File: src/pkg/gdfc_pkg.sv
// package: register map, field layout, timing constants and carrier types of the gate drive fault control
package gdfc_pkg;

  // register byte addresses (word aligned)
  localparam logic [7:0] GDFC_ADDR_CTRL1  = 8'h00;
  localparam logic [7:0] GDFC_ADDR_CTRL2  = 8'h04;
  localparam logic [7:0] GDFC_ADDR_STAT   = 8'h08;
  localparam logic [7:0] GDFC_ADDR_CLEAR  = 8'h0c;

  // control one field positions
  localparam int GDFC_C1_PWM_LO      = 0;
  localparam int GDFC_C1_STP_BIT     = 3;
  localparam int GDFC_C1_DTM_BIT     = 4;
  localparam int GDFC_C1_DT6_LO      = 5;
  localparam int GDFC_C1_DEAD_LO     = 8;
  localparam int GDFC_C1_WIN_LO      = 16;
  localparam int GDFC_C1_SDI_LO      = 24;

  // ic_control_two field positions
  localparam int GDFC_C2_GAIN_LO     = 0;
  localparam int GDFC_C2_REF_BIT     = 4;
  localparam int GDFC_C2_EN_BIT      = 5;

  // clear register command bit
  localparam int GDFC_CLR_BIT        = 0;

  // reset values
  localparam logic [31:0] GDFC_CTRL1_RST = 32'h0000_0000;
  localparam logic [31:0] GDFC_CTRL2_RST = 32'h0000_0000;

  // input mode encodings
  localparam logic [2:0] GDFC_PWM_SIX    = 3'h0;

  // amplifier settings
  localparam logic [3:0] GDFC_GAIN_MAX   = 4'h8;
  localparam logic       GDFC_REF_HALF   = 1'b0;

  // shutdown timing and clock period in ns
  localparam int GDFC_CLK_NS         = 50;
  localparam int GDFC_T_SDD_NS       = 500;
  localparam int GDFC_T_SD_NS        = 2000;
  localparam int GDFC_SDD_CYC        = (GDFC_T_SDD_NS + GDFC_CLK_NS - 1) / GDFC_CLK_NS;
  localparam int GDFC_SD_CYC         = (GDFC_T_SD_NS + GDFC_CLK_NS - 1) / GDFC_CLK_NS;

  // deglitch times in ns
  localparam int GDFC_T_DG_NS        = 10000;
  localparam int GDFC_DG_CYC         = (GDFC_T_DG_NS + GDFC_CLK_NS - 1) / GDFC_CLK_NS;

  // shutdown stage shared by all three gate pairs
  typedef enum logic [1:0] {GDFC_SINK_NONE, GDFC_SINK_STRONG, GDFC_SINK_PROG, GDFC_SINK_SEMI} gdfc_sink_t;

  // gate drive command of one half-bridge
  typedef struct packed {
    logic high_on;
    logic low_on;
    logic high_strong_pd;
    logic low_strong_pd;
  } gdfc_gate_t;

  // latched fault flags
  typedef struct packed {
    logic       shoot_through_fault_flag;
    logic       overdrive_pump_uv_flag;
    logic       main_supply_uv_fault;
    logic       gate_supply_uv_fault;
    logic [2:0] bootstrap_uv_fault;
  } gdfc_flags_t;

endpackage

File: src/rtl/gdfc_phase.sv
// one half-bridge: shoot-through block, deadtime and strong pull-down window
module gdfc_phase
  import gdfc_pkg::*;
#(
  parameter int CW = 8
)(
  // clock and reset
  input  wire logic          clk,
  input  wire logic          rst,
  // inputs and configuration
  input  wire logic          high_side_input,
  input  wire logic          low_side_input,
  input  wire logic          six_mode,
  input  wire logic          dt_monitor,
  input  wire logic [CW-1:0] dead_cycles,
  input  wire logic [CW-1:0] window_cycles,
  input  wire logic          force_off,
  // results
  output gdfc_gate_t         gate,
  output logic               shoot_through
);
  gdfc_gate_t      gate_q, gate_d;
  logic [CW-1:0]   dt_q, dt_d;
  logic [CW-1:0]   hw_q, hw_d;
  logic [CW-1:0]   lw_q, lw_d;
  logic            st_q, st_d;
  logic            h_req, l_req, need_dt;

  always_comb
  begin
    st_d   = six_mode && high_side_input && low_side_input;
    h_req  = high_side_input && !st_d;
    l_req  = low_side_input && !st_d;
    // outside six-input mode deadtime always applies; monitor bits only matter in six-input mode
    need_dt = !six_mode || dt_monitor;
    dt_d   = (dt_q != '0) ? dt_q - CW'(1) : '0;
    if ((gate_q.high_on && !h_req) || (gate_q.low_on && !l_req))
      dt_d = dead_cycles;
    gate_d = gate_q;
    gate_d.high_on = h_req && !gate_q.low_on && (!need_dt || dt_q == '0 || gate_q.high_on);
    gate_d.low_on  = l_req && !gate_q.high_on && (!need_dt || dt_q == '0 || gate_q.low_on);
    // any edge of one gate's command before force_off starts the window on the other
    hw_d = (hw_q != '0) ? hw_q - CW'(1) : '0;
    lw_d = (lw_q != '0) ? lw_q - CW'(1) : '0;
    if (gate_d.low_on != gate_q.low_on)
      hw_d = window_cycles;
    if (gate_d.high_on != gate_q.high_on)
      lw_d = window_cycles;
    if (force_off)
    begin
      gate_d.high_on = 1'b0;
      gate_d.low_on  = 1'b0;
    end
    gate_d.high_strong_pd = (hw_d != '0) && !gate_d.high_on;
    gate_d.low_strong_pd  = (lw_d != '0) && !gate_d.low_on;
  end

  always_ff @(posedge clk or posedge rst)
  begin
    if (rst)
    begin
      gate_q <= '0;
      dt_q   <= '0;
      hw_q   <= '0;
      lw_q   <= '0;
      st_q   <= 1'b0;
    end
    else
    begin
      gate_q <= gate_d;
      dt_q   <= dt_d;
      hw_q   <= hw_d;
      lw_q   <= lw_d;
      st_q   <= st_d;
    end
  end

  assign gate          = gate_q;
  assign shoot_through = st_q;
endmodule // gdfc_phase

File: src/rtl/gdfc_top.sv
// top: register slave, fault latches, shutdown sequencer and three phases
module gdfc_top
  import gdfc_pkg::*;
#(
  parameter int DG_CYC = GDFC_DG_CYC
)(
  // clock and reset
  input  wire logic        clk,
  input  wire logic        rst,
  // avalon-mm slave
  input  wire logic [7:0]  avs_address,
  input  wire logic        avs_read,
  input  wire logic        avs_write,
  input  wire logic [31:0] avs_writedata,
  output logic [31:0]      avs_readdata,
  output logic             avs_waitrequest,
  // pwm inputs and pins
  input  wire logic [2:0]  high_side_input,
  input  wire logic [2:0]  low_side_input,
  input  wire logic        driver_off_pin,
  input  wire logic        sleep_n,
  // analog monitor comparators
  input  wire logic        main_supply_low,
  input  wire logic        gate_supply_low,
  input  wire logic [2:0]  bootstrap_low,
  // gate drive
  output logic [2:0]       high_gate_out,
  output logic [2:0]       low_gate_out,
  output logic [2:0]       high_strong_pd,
  output logic [2:0]       low_strong_pd,
  output gdfc_sink_t       sink_stage,
  output logic [3:0]       shutdown_sink_current,
  output logic [2:0]       low_semi_pd,
  // supplies, amplifier and fault
  output logic             charge_pump_en,
  output logic             current_sense_amp_en,
  output logic [3:0]       current_sense_amp_gain,
  output logic             current_sense_amp_ref,
  output logic             fault_out_n
);
  localparam int DGW = $clog2(DG_CYC + 1);
  localparam int SQW = 8;

  // refuse settings the counters cannot hold
  if (DG_CYC < 1)
  begin : g_dg_chk
    $error("deglitch count must be at least one");
  end
  if (GDFC_SD_CYC >= 2 ** SQW || GDFC_SDD_CYC >= GDFC_SD_CYC)
  begin : g_sq_chk
    $error("shutdown count too wide or stages out of order");
  end

  logic [31:0]   ctrl1_q, ctrl1_d;
  logic [31:0]   ctrl2_q, ctrl2_d;
  gdfc_flags_t   flg_q, flg_d;
  logic [31:0]   rdata_q, rdata_d;
  logic          wait_q, wait_d;
  logic [DGW-1:0] dg_q [5], dg_d [5];
  logic [4:0]    mon, hit;
  logic [2:0]    st_raw;
  gdfc_gate_t    ph [3];
  logic          clr, sd_fault, off_now;
  gdfc_sink_t    stg_q, stg_d;
  logic [SQW-1:0] sq_q, sq_d;
  logic [2:0]    hg_q, hg_d, lg_q, lg_d, hs_q, hs_d, ls_q, ls_d, semi_q, semi_d;
  logic          cp_q, cp_d, fo_q, fo_d;

  // register decode used by writes; reads decode with a case
  function automatic logic hit_addr(input logic [7:0] a, input logic [7:0] r);
    return a == r;
  endfunction

  assign mon = {bootstrap_low, gate_supply_low, main_supply_low};

  always_comb
  begin
    ctrl1_d = ctrl1_q;
    ctrl2_d = ctrl2_q;
    rdata_d = rdata_q;
    // one wait cycle per access: the request is answered on its second edge
    wait_d  = !((avs_read || avs_write) && wait_q);
    clr     = 1'b0;
    if (avs_write && !wait_q)
    begin
      if (hit_addr(avs_address, GDFC_ADDR_CTRL1))
        ctrl1_d = avs_writedata;
      if (hit_addr(avs_address, GDFC_ADDR_CTRL2))
      begin
        ctrl2_d = {26'h0, avs_writedata[5:0]};
        if (avs_writedata[3:0] > GDFC_GAIN_MAX)
          ctrl2_d[3:0] = GDFC_GAIN_MAX;
      end
      if (hit_addr(avs_address, GDFC_ADDR_CLEAR))
        clr = avs_writedata[GDFC_CLR_BIT];
    end
    // latch on the first edge so data already stand when waitrequest is seen low
    if (avs_read && wait_q)
    begin
      case (avs_address)
        GDFC_ADDR_CTRL1: rdata_d = ctrl1_q;
        GDFC_ADDR_CTRL2: rdata_d = ctrl2_q;
        GDFC_ADDR_STAT:  rdata_d = {22'h0, stg_q, 1'b0, flg_q};
        default:         rdata_d = 32'h0;
      endcase
    end
  end

  // deglitch counters: restart on any early release
  always_comb
  begin
    for (int i = 0; i < 5; i++)
    begin
      hit[i]  = mon[i] && (dg_q[i] == DGW'(DG_CYC));
      dg_d[i] = !mon[i] ? '0 : (hit[i] ? dg_q[i] : dg_q[i] + DGW'(1));
    end
  end

  always_comb
  begin
    flg_d = flg_q;
    // clear first, so a fault seen in the same cycle still latches
    if (clr)
      flg_d = '0;
    if (hit[0])
      flg_d.main_supply_uv_fault = 1'b1;
    if (hit[1])
      flg_d.gate_supply_uv_fault = 1'b1;
    flg_d.bootstrap_uv_fault = flg_d.bootstrap_uv_fault | hit[4:2];
    if (ctrl1_q[GDFC_C1_STP_BIT] == 1'b0 && st_raw != '0)
      flg_d.shoot_through_fault_flag = 1'b1;
  end

  genvar g;
  generate
    for (g = 0; g < 3; g++)
    begin : g_ph
      gdfc_phase #(.CW(8)) gdfc_phase_i (
        .clk           (clk),
        .rst           (rst),
        .high_side_input (high_side_input[g]),
        .low_side_input  (low_side_input[g]),
        .six_mode      (ctrl1_q[GDFC_C1_PWM_LO +: 3] == GDFC_PWM_SIX),
        .dt_monitor    (!ctrl1_q[GDFC_C1_DTM_BIT] && ctrl1_q[GDFC_C1_DT6_LO +: 2] == 2'h0),
        .dead_cycles   (ctrl1_q[GDFC_C1_DEAD_LO +: 8]),
        .window_cycles (ctrl1_q[GDFC_C1_WIN_LO +: 8]),
        .force_off     (sd_fault || driver_off_pin || !sleep_n),
        .gate          (ph[g]),
        .shoot_through (st_raw[g])
      );
    end
  endgenerate

  // any latched shutdown fault keeps gates down; the pump flag only reports
  assign sd_fault = flg_q.main_supply_uv_fault || flg_q.gate_supply_uv_fault ||
                    (flg_q.bootstrap_uv_fault != '0);
  assign off_now  = sd_fault || driver_off_pin || !sleep_n;

  always_comb
  begin
    stg_d = stg_q;
    sq_d  = (sq_q != '0) ? sq_q - SQW'(1) : '0;
    case (stg_q)
      GDFC_SINK_NONE:
        if (off_now)
        begin
          stg_d = GDFC_SINK_STRONG;
          sq_d  = SQW'(GDFC_SDD_CYC);
        end
      GDFC_SINK_STRONG:
        if (sq_q == SQW'(1))
        begin
          stg_d = GDFC_SINK_PROG;
          sq_d  = SQW'(GDFC_SD_CYC - GDFC_SDD_CYC);
        end
      GDFC_SINK_PROG:
        if (sq_q == SQW'(1))
          stg_d = GDFC_SINK_SEMI;
      GDFC_SINK_SEMI:
        if (!off_now)
          stg_d = GDFC_SINK_NONE;
      default:
        stg_d = GDFC_SINK_NONE;
    endcase
    for (int i = 0; i < 3; i++)
    begin
      // driver-off acts combinationally so it does not wait on the phase pipeline
      hg_d[i] = ph[i].high_on && !driver_off_pin && !off_now;
      lg_d[i] = ph[i].low_on && !driver_off_pin && !off_now;
      hs_d[i] = ph[i].high_strong_pd;
      ls_d[i] = ph[i].low_strong_pd;
      semi_d[i] = !sleep_n || stg_d == GDFC_SINK_SEMI;
    end
    cp_d = sleep_n && !flg_q.main_supply_uv_fault && !flg_q.gate_supply_uv_fault;
    fo_d = !(sd_fault || flg_q.overdrive_pump_uv_flag || flg_q.shoot_through_fault_flag);
  end

  always_ff @(posedge clk or posedge rst)
  begin
    if (rst)
    begin
      ctrl1_q <= GDFC_CTRL1_RST;
      ctrl2_q <= GDFC_CTRL2_RST;
      flg_q   <= '0;
      flg_q.overdrive_pump_uv_flag <= 1'b1;
      rdata_q <= '0;
      wait_q  <= 1'b1;
      stg_q   <= GDFC_SINK_NONE;
      sq_q    <= '0;
      hg_q    <= '0;
      lg_q    <= '0;
      hs_q    <= '0;
      ls_q    <= '0;
      semi_q  <= '0;
      cp_q    <= 1'b0;
      fo_q    <= 1'b0;
      for (int i = 0; i < 5; i++)
        dg_q[i] <= '0;
    end
    else
    begin
      ctrl1_q <= ctrl1_d;
      ctrl2_q <= ctrl2_d;
      flg_q   <= flg_d;
      rdata_q <= rdata_d;
      wait_q  <= wait_d;
      stg_q   <= stg_d;
      sq_q    <= sq_d;
      hg_q    <= hg_d;
      lg_q    <= lg_d;
      hs_q    <= hs_d;
      ls_q    <= ls_d;
      semi_q  <= semi_d;
      cp_q    <= cp_d;
      fo_q    <= fo_d;
      for (int i = 0; i < 5; i++)
        dg_q[i] <= dg_d[i];
    end
  end

  assign avs_readdata           = rdata_q;
  assign avs_waitrequest        = wait_q;
  assign high_gate_out          = hg_q;
  assign low_gate_out           = lg_q;
  assign high_strong_pd         = hs_q;
  assign low_strong_pd          = ls_q;
  assign sink_stage             = stg_q;
  assign shutdown_sink_current  = ctrl1_q[GDFC_C1_SDI_LO +: 4];
  assign low_semi_pd            = semi_q;
  assign charge_pump_en         = cp_q;
  assign current_sense_amp_en   = ctrl2_q[GDFC_C2_EN_BIT];
  assign current_sense_amp_gain = ctrl2_q[GDFC_C2_GAIN_LO +: 4];
  assign current_sense_amp_ref  = ctrl2_q[GDFC_C2_REF_BIT];
  assign fault_out_n            = fo_q;
endmodule // gdfc_top

File: config.mk
export PLATFORM = sky130hd
export DESIGN_NAME = gdfc_top
export DESIGN_NICKNAME = d
export VERILOG_FILES = /design/src/pkg/gdfc_pkg.sv /design/src/rtl/gdfc_phase.sv /design/src/rtl/gdfc_top.sv
export SDC_FILE = /design/constraint.sdc
export NUM_CORES = 1
export LEC_CHECK = 0
export ABC_AREA = 0
export BUFFER_PORTS_ARGS = -buffer_cell sky130_fd_sc_hd__buf_2
export CORE_MARGIN = 8
export CORE_UTILIZATION = 61
export CTS_BUF_LIST = sky130_fd_sc_hd__clkbuf_2 sky130_fd_sc_hd__clkbuf_4 sky130_fd_sc_hd__clkbuf_8
export CTS_CLUSTER_DIAMETER = 60
export DETAILED_ROUTE_END_ITERATION = 7
export PLACE_DENSITY_LB_ADDON = 0.2
export SKIP_LAST_GASP = 1
export SYNTH_ARGS = -nofsm -noshare
export SYNTH_HDL_FRONTEND = slang
export SYNTH_HIERARCHICAL = 1
export SYNTH_SLANG_ARGS = --single-unit
File: constraint.sdc
create_clock -name clk -period 6.2 [get_ports clk]
set_clock_uncertainty 0.1 [all_clocks]
set_input_delay 1.24 -clock clk [delete_from_list [all_inputs] [get_ports clk]]
set_output_delay 1.24 -clock clk [all_outputs]
set_load 0.01 [all_outputs]
==> flow_results.org, run 1 <==
** Outcome
- Result of the run :: finished, final reports clean

** Final layout
- For this run, the post-layout net count is 1307.
- Layout-stage area growth over the synthesis result :: 14.06%
- In the final layout, the multi-input gates occupy 0.005434 mm².
- Count of filler cells inserted in the layout :: 1384
- 0 antenna diodes ended up in the layout.
- Fraction of final layout cells with drive strength greater than 1 :: 20.45%
- Finished layout cell area :: 0.01321 mm²
- Summing all flip-flop and latch instances after layout gives 0.005758 mm².

** Floorplanning
- The floorplan step defined a die boundary enclosing 0.02365 mm².
- Initial Util :: 62.11%
- After floorplanning, the core was sized to cover 0.01864 mm².
- Number of placement rows :: 50
- Die width :: 153.8 µm
- Die height :: 153.8 µm
- Top-Level Pins :: 119

** Global route
- The number of antenna violations at the first check in global routing is 0.
- Entering global routing, the biggest net connects 92 pins.
- Overall overflow remaining after global route :: 0
- Number of global-route vias before repair :: 8592
- The first global-routing pass estimated 43230 µm of wire.
- Total routing resource utilization after global routing :: 22.18%

** STA
- Pins over their slew limit :: 0
- Slew at the pin closest to its max-slew limit :: 1.209 ns
- Final hold vios :: 0
- Dividing the final minimum period by the clock period gives 47.10%.
- Headroom to the max-slew limit came out at 18.83%.
- Fin crit period :: 2.920 ns
- Based on the critical path, the design can be clocked at up to 342.5 MHz.
- Setup violations remaining at the end of the flow were counted as 0.
- Setup repair after global routing left no endpoint under its margin.
- Final setup TNS :: 0 ns

** Critical path
- The worst setup path is launched from a flop.
- Capturing element type of the critical path :: flop
- STA puts the critical path data arrival time at 3.24 ns.
- By startpoint and endpoint, the worst setup path is classified as reg2reg.
- Of all nets on the critical path, the largest fanout is 12.
- Data required, critical path :: 6.52 ns
- FF-to-FF setup slack :: 3.28 ns

** Logic synthesis
- For this run, asynchronously set or reset flops after synthesis account for 100.0%.
- Summing every instance area after synthesis gives 0.01158 mm².
- After synthesis the netlist holds a flip-flop and latch count of 230.
- Yosys warns :: 6
- EDFF count, synth :: 0
- Counting every instance in the synthesized netlist gives 1086.
- Mapped Nets :: 1174
- Sequential cells were found to cover 49.72% of the synthesized design area.
- Most used flip-flop cell after synthesis :: dfrtp_1
- The netlist uses 60 different library cells.
- Avg Synthesized Cell Area :: 10.66 µm²

** Routing
- DRT antenna net count :: 0
- Wires add up to 25990 µm.
- For this block, the via count after detailed routing is 8563.
- Routed wirelength normalized by instance count :: 17.55 µm
- In the routed design, unresolved DRC markers number 0.
- Number of vias per cell after detailed routing :: 5.782
- Initial DRC Count :: 457
- Number of iterations in the first detailed-routing pass :: 5

** Clock tree
- Number of buffers inserted during clock tree synthesis :: 41
- CTS sink count :: 230
- CTS tree :: done
- Once the clock tree was built, the setup fixing pass inserted 0 buffers.
- Post-CTS repair changed the size of 0 cells.
- Clock tree synthesis selected as its root buffer the cell clkbuf_8.
- Clock H-tree levels :: 2
- After clock tree synthesis, the clock-pin slew on the worst setup and hold paths is 0.06 ns.
- Hold repair after CTS inserted 0 buffers.
- Number of buffers on the longest clock path :: 3
- For the worst-skew pair, the clock arrives at the later sink with an insertion delay of 0.53 ns.

** Power
- In this run, the clock network consumes 29.7% of the power.
- Fraction of power spent switching nets :: 33.32%
- The internal portion of the total power is 3.362 mW.
- Static leakage power :: 6.263 nW
- In this run the power density over the cells is 381.7 mW/mm².
- The share of total power dissipated in combinational logic is 27.0%.
- Worst VDD drop :: 0.2779 mV
- For this design the total switching power over the nets is 1.680 mW.
- Registers are responsible for 43.3% of the overall power.

** Job
- Reported max-cap violation count :: 0

** Placed design
- After detailed placement, the total cell area comes to 0.01232 mm².
- After legalization and detailed placement, the total HPWL measured 17840 µm.
- The congestion estimate from routability-driven global placement came to 0.8907.
- PortBufs :: 118

** Worst hold path
- The tightest min-delay check is of the reg2reg type.
stage by stage:
stage / total power [mW] / util [%] / hold WS [ns] / setup slack (ns) / cells
after global placement: 3.480 / 66.07 / 0.2325 / 2.912 / 1410
after floorplan: 3.229 / - / 0.2312 / 1.025 / 1086
after global routing: 5.371 / 70.85 / 0.2607 / 3.081 / 1481
final: 5.041 / 70.85 / 0.2478 / 3.280 / 1481
after CTS: 5.072 / 70.85 / 0.2510 / 3.198 / 1481
after detailed placement: 3.542 / 66.07 / 0.2364 / 2.862 / 1410
critical path, stage by stage, from the launching register on:
cell      delay, ns
dfrtp_1        0.40
nor3_1         0.96
o32ai_4        0.28
a21oi_2        0.64
nor2_1         0.11
a311oi_1       0.32
layout make-up:
class	count	area share, %
clock buffer	61	5.930
clock inverter	10	0.8147
inverter	49	1.430
multi-input combinational	772	41.14
sequential	230	43.60
tap	234	2.217
timing repair buffer	125	4.869
cells in the mapped netlist (4+ instances only):
cell,instances,area (µm²)
mux2_4,12,180.2
nand2b_1,16,100.1
nor4b_1,7,61.31
mux2_2,9,101.4
nand3b_1,4,30.03
nor4_1,24,150.1
and2_1,37,231.5
xnor2_1,49,429.2
nand4_1,7,43.79
a22o_1,30,262.8
mux2_1,39,439.2
a211oi_1,6,45.04
nand3_1,31,155.2
or3_1,7,43.79
buf_6,6,67.56
o21ai_0,50,250.2
a21boi_0,4,30.03
clkbuf_1,13,48.80
o31ai_1,22,165.2
buf_4,9,67.56
a21oi_1,24,120.1
nor3b_1,8,60.06
and3_1,17,106.4
dfrtp_1,228,5705
or3b_2,4,35.03
or4_1,10,75.07
a21bo_2,6,60.06
nor2_1,84,315.3
buf_2,7,35.03
nand2_1,84,315.3
a31oi_1,13,81.33
a21o_1,4,30.03
o21a_1,7,52.55
mux2i_1,24,240.2
inv_1,48,180.2
nor3_1,32,160.2
nand4b_1,4,35.03
xor2_1,15,131.4
ha_1,31,387.9
nor2b_1,10,62.56
cells by family after synthesis:
kind of cell	synth area share [%]
DFF	49.72
and+or+nand+nor	18.42
xor gates and xnor gates	4.841
AOI/OAI and AO/OA	11.89
adders and majority gates	3.350
buffers and inverters	3.479
muxes	8.298
layer usage:
layer	global-route usage (%)	share of wire, %	up-vias
li1	-	-	4106
met1	29.56	45	4178
met2	35.73	48	225
met3	4.120	4.9	54
met4	8.119	2.4	0
met5	0	0	-
state kept, by name, summed over array words and instances, names as in the netlist, 6 cells and up:
name                    cells
ctrl1_q                    32
dg_q                       40
flg_q                       7
sq_q                        8
g_ph.gdfc_phase_i/hw_q     24
g_ph.gdfc_phase_i/dt_q     24
g_ph.gdfc_phase_i/lw_q     24
avs_readdata               32
ctrl2_q                     6
g_ph.gdfc_phase_i/gate     12
worst paths after layout:
kind / from / to / cells after the start
max: ctrl1_q[6]$_DFFE_PP0P_ / g_ph[1].gdfc_phase_i/gate[0]$_DFF_PP0_ / 5
min: g_ph[0].gdfc_phase_i/gate[0]$_DFF_PP0_ / low_strong_pd[0]$_DFF_PP0_ / 0
min reg2reg: g_ph[0].gdfc_phase_i/gate[0]$_DFF_PP0_ / low_strong_pd[0]$_DFF_PP0_ / 0
min in group asynchronous: rst / g_ph[2].gdfc_phase_i/dt_q[6]$_DFF_PP0_ / 2
max reg2reg: ctrl1_q[6]$_DFFE_PP0P_ / g_ph[1].gdfc_phase_i/gate[0]$_DFF_PP0_ / 5
max in group asynchronous: rst / avs_readdata[12]$_DFFE_PP0P_ / 3
cell usage in the layout, fill, tap and decap left out, types with 15 or more instances in the layout:
master    instances
mux2i_1          24
a22o_1           30
mux2_1           39
xnor2_1          49
nand3_1          31
a21oi_1          24
o21ai_0          50
and3_1           17
dfrtp_1         228
o31ai_1          22
nand2_1          84
nor3_1           32
xor2_1           15
inv_1            47
nand2b_1         16
nor4_1           23
buf_2           118
and2_1           37
clkbuf_8         52
nor2_1           84
ha_1             31
power groups by stage:
stage	combinational (mW)	clock, mW	sequential (mW)
6_report	1.36	1.50	2.18
3_3_place_gp	1.30	0	2.18
4_1_cts	1.36	1.54	2.17
5_1_grt	1.54	1.61	2.23
3_5_place_dp	1.35	0	2.19
2_1_floorplan	1.14	0	2.09
No activity file was read; power rests on OpenSTA's default activity.
==> run 2, diff against run 1 <==
==> constraint.sdc (replaced) <==
create_clock -name clk -period 2.8 [get_ports clk]
set_clock_uncertainty 0.1 [all_clocks]
set_input_delay 0.56 -clock clk [delete_from_list [all_inputs] [get_ports clk]]
set_output_delay 0.56 -clock clk [all_outputs]
set_load 0.01 [all_outputs]
==> run 2 against run 1 <==
- highest routed layer unchanged
- sequential share of layout area is 0.62 points lower
- critical path depth is 1 higher
- clock power is 130% higher
==> flow_results.org, run 2 (synthesized netlist as in run 1, its figures left out) <==
** Clock tree
- CTS tree :: done
- The clock slew at the register clock pins of the worst setup and hold paths came to 0.06 ns (about the same).
- Number of buffers on the longest clock path :: 3 (unchanged)
- Number of gates resized after cts :: 0 (unchanged)
- Clock tree synthesis selected as its root buffer the cell clkbuf_8.
- Worst-skew pair later-pin latency :: 0.53 ns (about the same)
- Count of hold-fix buffers inserted at cts :: 0 (unchanged)
- Setup Buffers After CTS :: 0 (unchanged)
- The number of clock sinks came to 230 (unchanged).
- Clock H-tree levels :: 2 (unchanged)
- Number of buffers inserted during clock tree synthesis :: 40 (-2.4%)

** Critical path
- The slowest stage of the critical path belongs to the cell a21oi_2.
- The cell family contributing the most delay on the critical path is compound AO/OA/AOI/OAI gates.
- The largest fanout on the critical path came to 12 (unchanged).
- The critical path data required time came to 3.10 ns (-3.42 ns).
- STA classifies the critical path endpoint as a flop.
- Walking the worst path, the cells encountered are nor3_1, buf_4, a21bo_2, nor3_1, a21oi_2, mux2_1.
- The maximum single-stage delay on the critical path was 0.57 ns (-0.39 ns).
- Critical path class :: reg2reg
- Counting stages on the worst path, the most repeated cell is nor3_1.
- STA classifies the critical path startpoint as a flop.
- Arrival time worst endpoint :: 2.59 ns (-0.65 ns)
- The count of buffering cells on the critical path with inverters included came to 1 (+1).

** Routing
- The via density per instance is 5.838 (+0.97%).
- The wire length reported by the detailed router was 26560 µm (+2.2%).
- The remaining routing DRC violations was 0 (unchanged).
- The residual antenna-violating net count after detailed routing was 0 (unchanged).
- The routed length per instance is 17.76 µm (+1.2%).
- Initial DRC Count :: 463 (+1.3%)
- Total via count in the routed design :: 8728 (+1.9%)
- Number of iterations in the first detailed-routing pass :: 5 (unchanged)

** STA
- Final setup TNS :: 0 ns (unchanged)
- Pins over their slew limit :: 0 (unchanged)
- The final worst setup slack came to 0.5168 ns (-2.763 ns).
- The post-route fraction of the period consumed by the critical path was 81.54% (+34 points).
- Fmax :: 438.0 MHz (+28%)
- Final worst hold slack :: 0.05819 ns (-0.1896 ns)
- The final critical path time including I/O delays and setup came to 2.283 ns (-0.6368 ns).
- Worst slew margin :: 51.39% (+33 points)
- RSZ-0062 raised after global routing :: false
- Number of setup violations in the final report :: 0 (unchanged)
- The slew at the pin closest to its max-slew limit is 0.7276 ns (-0.4810 ns).
- The final number of hold-violating endpoints is 0 (unchanged).

** Final layout
- The core utilization of the finished layout was 71.87% (+1.0 points).
- Layout-stage area growth over the synthesis result :: 15.70%
- Most common cell after layout, fill and taps aside :: dfrtp_1
- Fraction of final layout cells with drive strength greater than 1 :: 21.33% (+0.88 points)
- Antenna Cells :: 0 (unchanged)
- The count of filler cells inserted in the layout came to 1404 (+1.4%).
- Leaving out fill and tap cells, the most frequent cells in the layout are dfrtp_1, buf_2, nor2_1, nand2_1, clkbuf_8.
- The count of nets after finishing is 1320 (+0.99%).
- Finished layout cell area :: 0.01340 mm² (+1.4%)
- Ranked by flip-flop count, first place goes to dg_q.
- Final Instance Count excl. Fillers :: 1495 (+0.95%)
- Flip-flop count of the largest register, all copies and words added :: 40 (unchanged)

** Job
- Reported max-cap violation count :: 0 (unchanged)

** Power
- Static leakage power :: 6.374 nW (+1.8%)
- The total power was 11.34 mW (+120%).
- The power per unit of standard cell area came to 846.3 mW/mm² (+120%).
- Worst VDD drop :: 0.6511 mV (+130%)

** Floorplanning
- Placeable core region :: 0.01864 mm² (unchanged)
- The width of the die came to 153.8 µm (unchanged).
- The area of the die came to 0.02365 mm² (unchanged).
- Die height :: 153.8 µm (unchanged)
- Initial Util :: 62.11% (unchanged)
- Top-Level Pins :: 119 (unchanged)
- Number of placement rows :: 50 (unchanged)

** Global route
- The number of antenna violations at the first check in global routing came to 0 (unchanged).
- The global route total overflow was 0 (unchanged).
- Largest net degree at the start of global routing :: 44 (-52%)
- Number of global-route vias before repair :: 8957 (+4.2%)
- Total routing resource utilization after global routing :: 22.62% (+0.44 points)
- Global-route wire length before repair :: 44310 µm (+2.5%)

** Placed design
- The HPWL after detailed placement came to 18510 µm (+3.8%).
- PortBufs :: 118 (unchanged)
- The placement-stage cell area is 0.01247 mm² (+1.2%).
- Pre-CTS setup slack :: 0.4194 ns (-2.442 ns)
- The weighted congestion reported at the end of routability-driven placement came to 0.8806 (-1.1%).
- Number of cells after detailed placement :: 1424 (+0.99%)

** Worst hold path
- Hold Crit Class :: in2async

** Outcome
- The run finished with clean final reports.
[run 2: cell types whose count changed in the layout (fill, tap and decap cells not counted), sizes merged]
cell,previous run,this run
buf,125,139
clkinvlp,3,1
bufinv,2,3
clkbuf,61,62
[run 2: path summary, 6_finish.rpt]
path / slack, ns / to / from / cells after the start
setup / recovery: 0.52 / g_ph[2].gdfc_phase_i/lw_q[1]$_DFF_PP0_ / ctrl1_q[1]$_DFFE_PP0P_ / 6
hold / removal: 0.06 / g_ph[0].gdfc_phase_i/dt_q[2]$_DFF_PP0_ / rst / 3
setup reg to reg: 0.52 / g_ph[2].gdfc_phase_i/lw_q[1]$_DFF_PP0_ / ctrl1_q[1]$_DFFE_PP0P_ / 6
hold reg to reg: 0.25 / high_strong_pd[2]$_DFF_PP0_ / g_ph[2].gdfc_phase_i/gate[1]$_DFF_PP0_ / 0
max in group asynchronous: 1.81 / avs_waitrequest$_DFF_PP1_ / rst / 3
min in group clk: 0.12 / avs_waitrequest$_DFF_PP1_ / avs_read / 2
[run 2: report_power, final]
group / total (mW) / internal, mW / switching, mW / leakage, nW
logic: 3.05 / 1.49 / 1.56 / 2.94
clock network: 3.46 / 2.11 / 1.35 / 0.492
registers: 4.83 / 4.01 / 0.823 / 2.95
total: 11.3 / 7.60 / 3.74 / 6.37
[run 2: metal layers]
| layer | track usage (%) | share of wire [%] | vias to the layer above |
|---|---|---|---|
| li1 | - | - | 4147 |
| met1 | 28.96 | 43 | 4292 |
| met2 | 38.06 | 50 | 240 |
| met3 | 4.400 | 5.1 | 49 |
| met4 | 7.420 | 2.3 | 0 |
| met5 | 0 | 0 | - |
[run 2: final cells by class]
| cell class | instances | area [µm²] | area share [%] |
|---|---|---|---|
| clock inverter | 9 | 123.9 | 0.9245 |
| timing repair buffer | 139 | 798.3 | 5.958 |
| multi-input combinational | 772 | 5434 | 40.56 |
| tap | 234 | 292.8 | 2.185 |
| clock buffer | 62 | 803.3 | 5.996 |
| sequential | 230 | 5758 | 42.98 |
| inverter | 49 | 187.7 | 1.401 |
[run 2: worst reg2reg max path: cells and delay by family, from the launching register on]
kind,cells,cell delay [ns]
compound gates,2,0.77
flops,1,0.39
buf+inv,1,0.25
simple gates,2,0.28
mux,1,0.38
==> run 3, diff against run 2 <==
--- a/config.mk
+++ b/config.mk
@@ -5,10 +5,10 @@
 export SDC_FILE = /design/constraint.sdc
 export NUM_CORES = 1
 export LEC_CHECK = 0
-export ABC_AREA = 0
+export ABC_AREA = 1
 export BUFFER_PORTS_ARGS = -buffer_cell sky130_fd_sc_hd__buf_2
 export CORE_MARGIN = 8
-export CORE_UTILIZATION = 61
+export CORE_UTILIZATION = 62
 export CTS_BUF_LIST = sky130_fd_sc_hd__clkbuf_2 sky130_fd_sc_hd__clkbuf_4 sky130_fd_sc_hd__clkbuf_8
 export CTS_CLUSTER_DIAMETER = 60
 export DETAILED_ROUTE_END_ITERATION = 7
==> constraint.sdc (replaced) <==
create_clock -name clk -period 2.18 [get_ports clk]
set_clock_uncertainty 0.1 [all_clocks]
set_input_delay 0.436 -clock clk [delete_from_list [all_inputs] [get_ports clk]]
set_output_delay 0.436 -clock clk [all_outputs]
set_load 0.01 [all_outputs]
==> run 3 against run 2 <==
- combinational power is 53% higher
- clock power is 13% higher
- setup slack worse by 0.40 ns
- final area is 3.9% higher
- sequential cell count stayed put
- clock-buffer cell count is 2 lower
- via count is 20% higher
- first-iteration DRC count is 41% higher
- critical endpoint is now g_ph[2].gdfc_phase_i/gate[1]$_DFF_PP0_
- largest cell class unchanged
- largest power group unchanged
==> flow_results.org, run 3 <==
** Power
- The worst ir drop on vdd is 0.6348 mV (-2.5%).
- Static leakage power :: 7.562 nW (+19%)
- Power per cell area :: 1031 mW/mm² (+22%)

** STA
- Slew at the pin closest to its max-slew limit :: 0.4746 ns (-0.2529 ns)
- The maximum clock frequency came to 484.5 MHz (+11%).
- Fin crit period :: 2.064 ns (-0.2192 ns)
- Min setup slack post-route :: 0.1160 ns (-0.4008 ns)
- Pins over their slew limit :: 0 (unchanged)
- The final-report setup violation count came to 0 (unchanged).
- The accumulated negative setup slack is 0 ns (unchanged).
- Worst slew margin :: 68.36% (+17 points)
- Setup repair after global routing could not meet its margin everywhere.
- Final hold vios :: 0 (unchanged)
- Period utilization :: 94.68% (+13 points)

** Logic synthesis
- The number of warning messages in the yosys log came to 6 (unchanged).
- The count of flip-flops with a built-in enable after synthesis is 0 (unchanged).
- The post-synthesis async set-or-reset flop share came to 100.0% (unchanged).
- Largest area contributor in the synthesized netlist :: dfrtp_1
- nand2_1 is the most common cell in the netlist.
- Total of flip-flops plus latches after synthesis :: 230 (unchanged)
- The average footprint of a synthesized cell came to 7.812 µm² (-27%).
- The register area share after synthesis came to 47.43% (-2.3 points).
- Synth unique cells :: 42 (-30%)
- The post-synth design cell area is 0.01214 mm² (+4.8%).
- Yosys attributes the largest share of cell area to dfrtp_1, nand2_1, nand3_1.
- After synthesis, the most frequently instantiated cells are nand2_1, inv_1, dfrtp_1, nand3_1, nor2_1.
- Mapped Nets :: 1642 (+40%)
- Most used flip-flop cell after synthesis :: dfrtp_1
- The area share of the largest cell type after synthesis was 47.00% (-2.3 points).
- The gate count after technology mapping was 1554 (+43%).

** Placed design
- Pre-CTS setup slack :: 0.1041 ns (-0.3153 ns)
- The number of port buffers is 118 (unchanged).
- GP Congestion :: 0.8822 (+0.18%)
- The HPWL after detailed placement came to 21340 µm (+15%).
- The placement-stage cell area was 0.01303 mm² (+4.4%).

** Outcome
- The run finished with clean final reports.

** Routing
- Number of iterations in the first detailed-routing pass :: 5 (unchanged)
- The total length of routed met2 wires was 13700 µm (+4.0%).
- The detailed-routing wirelength on met1 was 12440 µm (+9.0%).
- Number of vias per cell after detailed routing :: 5.222 (-11%)
- Number of design rule violations left after detail routing :: 0 (unchanged)
- Routed wirelength normalized by instance count :: 14.46 µm (-19%)
- The amount of wire on met3 after detailed routing is 2063 µm (+51%).
- DRT antenna net count :: 0 (unchanged)
- The first-iteration detailed-routing DRC count came to 651 (+41%).
- The via count of the routed design came to 10490 (+20%).
- The detailed router used layers up to and including met4.
- Sum of routed wire length over all layers :: 29040 µm (+9.4%)

** Critical path
- Capturing element type of the critical path :: flop
- Biggest fanout along the worst timing path :: 9 (-3)
- The worst setup path is launched from a flop.
- The critical path data arrival time is 2.37 ns (-0.22 ns).
- Data required, critical path :: 2.48 ns (-0.62 ns)
- Critical path class :: reg2reg

** Final layout
- Layout-stage area growth over the synthesis result :: 14.71%
- Most frequent cells in the layout :: nand2_1, inv_1, dfrtp_1, nand3_1, nor2_1
- Antenna Cells :: 0 (unchanged)
- The flip-flop count of the largest register after layout was 40 (unchanged).
- Fraction of final layout cells with drive strength greater than 1 :: 16.41% (-4.9 points)
- Number of nets at the end of the flow :: 1803 (+37%)
- The finished layout cell area is 0.01393 mm² (+3.9%).
- Counting flops per register, the top entry is dg_q.
- The library cell used most frequently in the layout, excluding fill and tap cells, is nand2_1.

** Clock tree
- The number of buffers on the longest clock path came to 3 (unchanged).
- The level count of the clock H-tree came to 2 (unchanged).
- The number of clock sinks came to 230 (unchanged).
- TritonCTS built the clock tree.
- Clock tree synthesis selected as its root buffer the cell clkbuf_8.
- Number of buffers inserted during clock tree synthesis :: 39 (-2.5%)
- Clock Pin Slew Worst Setup and Hold Paths :: 0.06 ns (about the same)
- Worst-skew pair later-pin latency :: 0.53 ns (about the same)

** Global route
- The via count of the first global-routing pass came to 10140 (+13%).
- Largest net degree at the start of global routing :: 67 (+52%)
- Global-route wire length before repair :: 48000 µm (+8.3%)
- Number of antenna violations at the first check in global routing :: 0 (unchanged)
- The global route total overflow is 0 (unchanged).
- Total routing resource utilization after global routing :: 24.15% (+1.5 points)

** Floorplanning
- The initial core utilization is 62.79% (+0.68 points).
- Top-Level Pins :: 119 (unchanged)
- The width of the die was 155.9 µm (+1.4%).
- Area of the die :: 0.02432 mm² (+2.8%)
- Number of placement rows :: 51 (+2.0%)
- The chip height came to 155.9 µm (+1.4%).
- Placeable core region :: 0.01933 mm² (+3.7%)

** Job
- Reported max-cap violation count :: 0 (unchanged)

** Worst hold path
- Hold Crit Class :: in2reg
[run 3: cell types whose count changed in the layout (fill, tap and decap cells not counted), moves of 22 or more]
cell and change:
nor3_1 -26, mux2i_1 -24, o31ai_1 -22, nand2_1 +364
xnor2_1 -41, nand3_1 +177, nor2_1 +36, inv_1 +214
o22ai_1 +23, and2_1 -37, a22o_1 -30, mux2_1 -39
nor4_1 -22
[run 3: worst paths after layout]
| kind | startpoint | to | slack [ns] | depth (start not counted) |
|---|---|---|---|---|
| max | ctrl1_q[1]$_DFFE_PP0P_ | g_ph[2].gdfc_phase_i/gate[1]$_DFF_PP0_ | 0.12 | 13 |
| min | avs_writedata[23] | ctrl1_q[23]$_DFFE_PP0P_ | 0.04 | 3 |
| max reg2reg | ctrl1_q[1]$_DFFE_PP0P_ | g_ph[2].gdfc_phase_i/gate[1]$_DFF_PP0_ | 0.12 | 13 |
| min reg2reg | g_ph[1].gdfc_phase_i/gate[1]$_DFF_PP0_ | high_strong_pd[1]$_DFF_PP0_ | 0.25 | 0 |
| max in group asynchronous | rst | avs_readdata[22]$_DFFE_PP0P_ | 0.81 | 4 |
| min in group asynchronous | rst | low_strong_pd[2]$_DFF_PP0_ | 0.41 | 3 |
[run 3: layer usage]
metal | track usage, % | up-vias
met1 | 31.30 | 4923
met4 | 8.826 | 0
met2 | 39.10 | 313
met5 | 0 | -
li1 | - | 5180
met3 | 5.402 | 70
[run 3: cell type report]
class	count	area, µm²
clock inverter	9	53.80
clock buffer	60	738.2
timing repair buffer	147	840.8
inverter	269	1015
multi-input combinational	1028	5189
fill	1566	5409
tap	265	331.6
sequential	230	5758
[run 3: critical path, stage by stage (launching register included)]
cell and delay [ns]:
dfrtp_1 0.40, nor3_2 0.17, buf_4 0.17, nand2_1 0.11, nand2_1 0.16, nor2_4 0.06, inv_1 0.09, nand2_2 0.11
nand2_4 0.14, nand2_1 0.06, nand2_1 0.08, nand2_1 0.07, nor2_1 0.14, a21oi_1 0.08
[run 3: kinds of logic (layout without fill, tap and decap cells)]
group | count (synthesis) | in the layout | share of synthesized area, %
simple gates | 850 | 850 | 31.04
buf+inv | 296 | 485 | 10.05
flops | 230 | 230 | 47.43
compound gates | 114 | 114 | 5.905
xor+xnor | 33 | 33 | 2.381
fa+ha+maj | 31 | 31 | 3.195
[run 3: per-stage QoR]
step | util [%] | std cells | hold slack, ns | total power [mW]
4_1_cts | 71.62 | 2001 | 0.01889 | 14.41
5_1_grt | 72.02 | 2008 | 0.02113 | 15.48
3_5_place_dp | 67.37 | 1929 | 0.2409 | 10.43
6_report | 72.02 | 2008 | 0.03912 | 14.36
3_3_place_gp | 67.37 | 1929 | 0.2334 | 10.26
2_1_floorplan | - | 1554 | 0.2312 | 9.369
[run 3: power by group]
group          switching, mW  total, mW  internal (mW)
registers              0.631       5.78           5.14
clock network           1.74       3.91           2.17
logic                   2.93       4.68           1.74
[run 3: what timing repair did]
action,in CTS,in global routing
resized for setup,0,7
setup endpoints to repair,0,11
hold endpoints to repair,100,0
buffers inserted,0,7
hold buffers,3,0
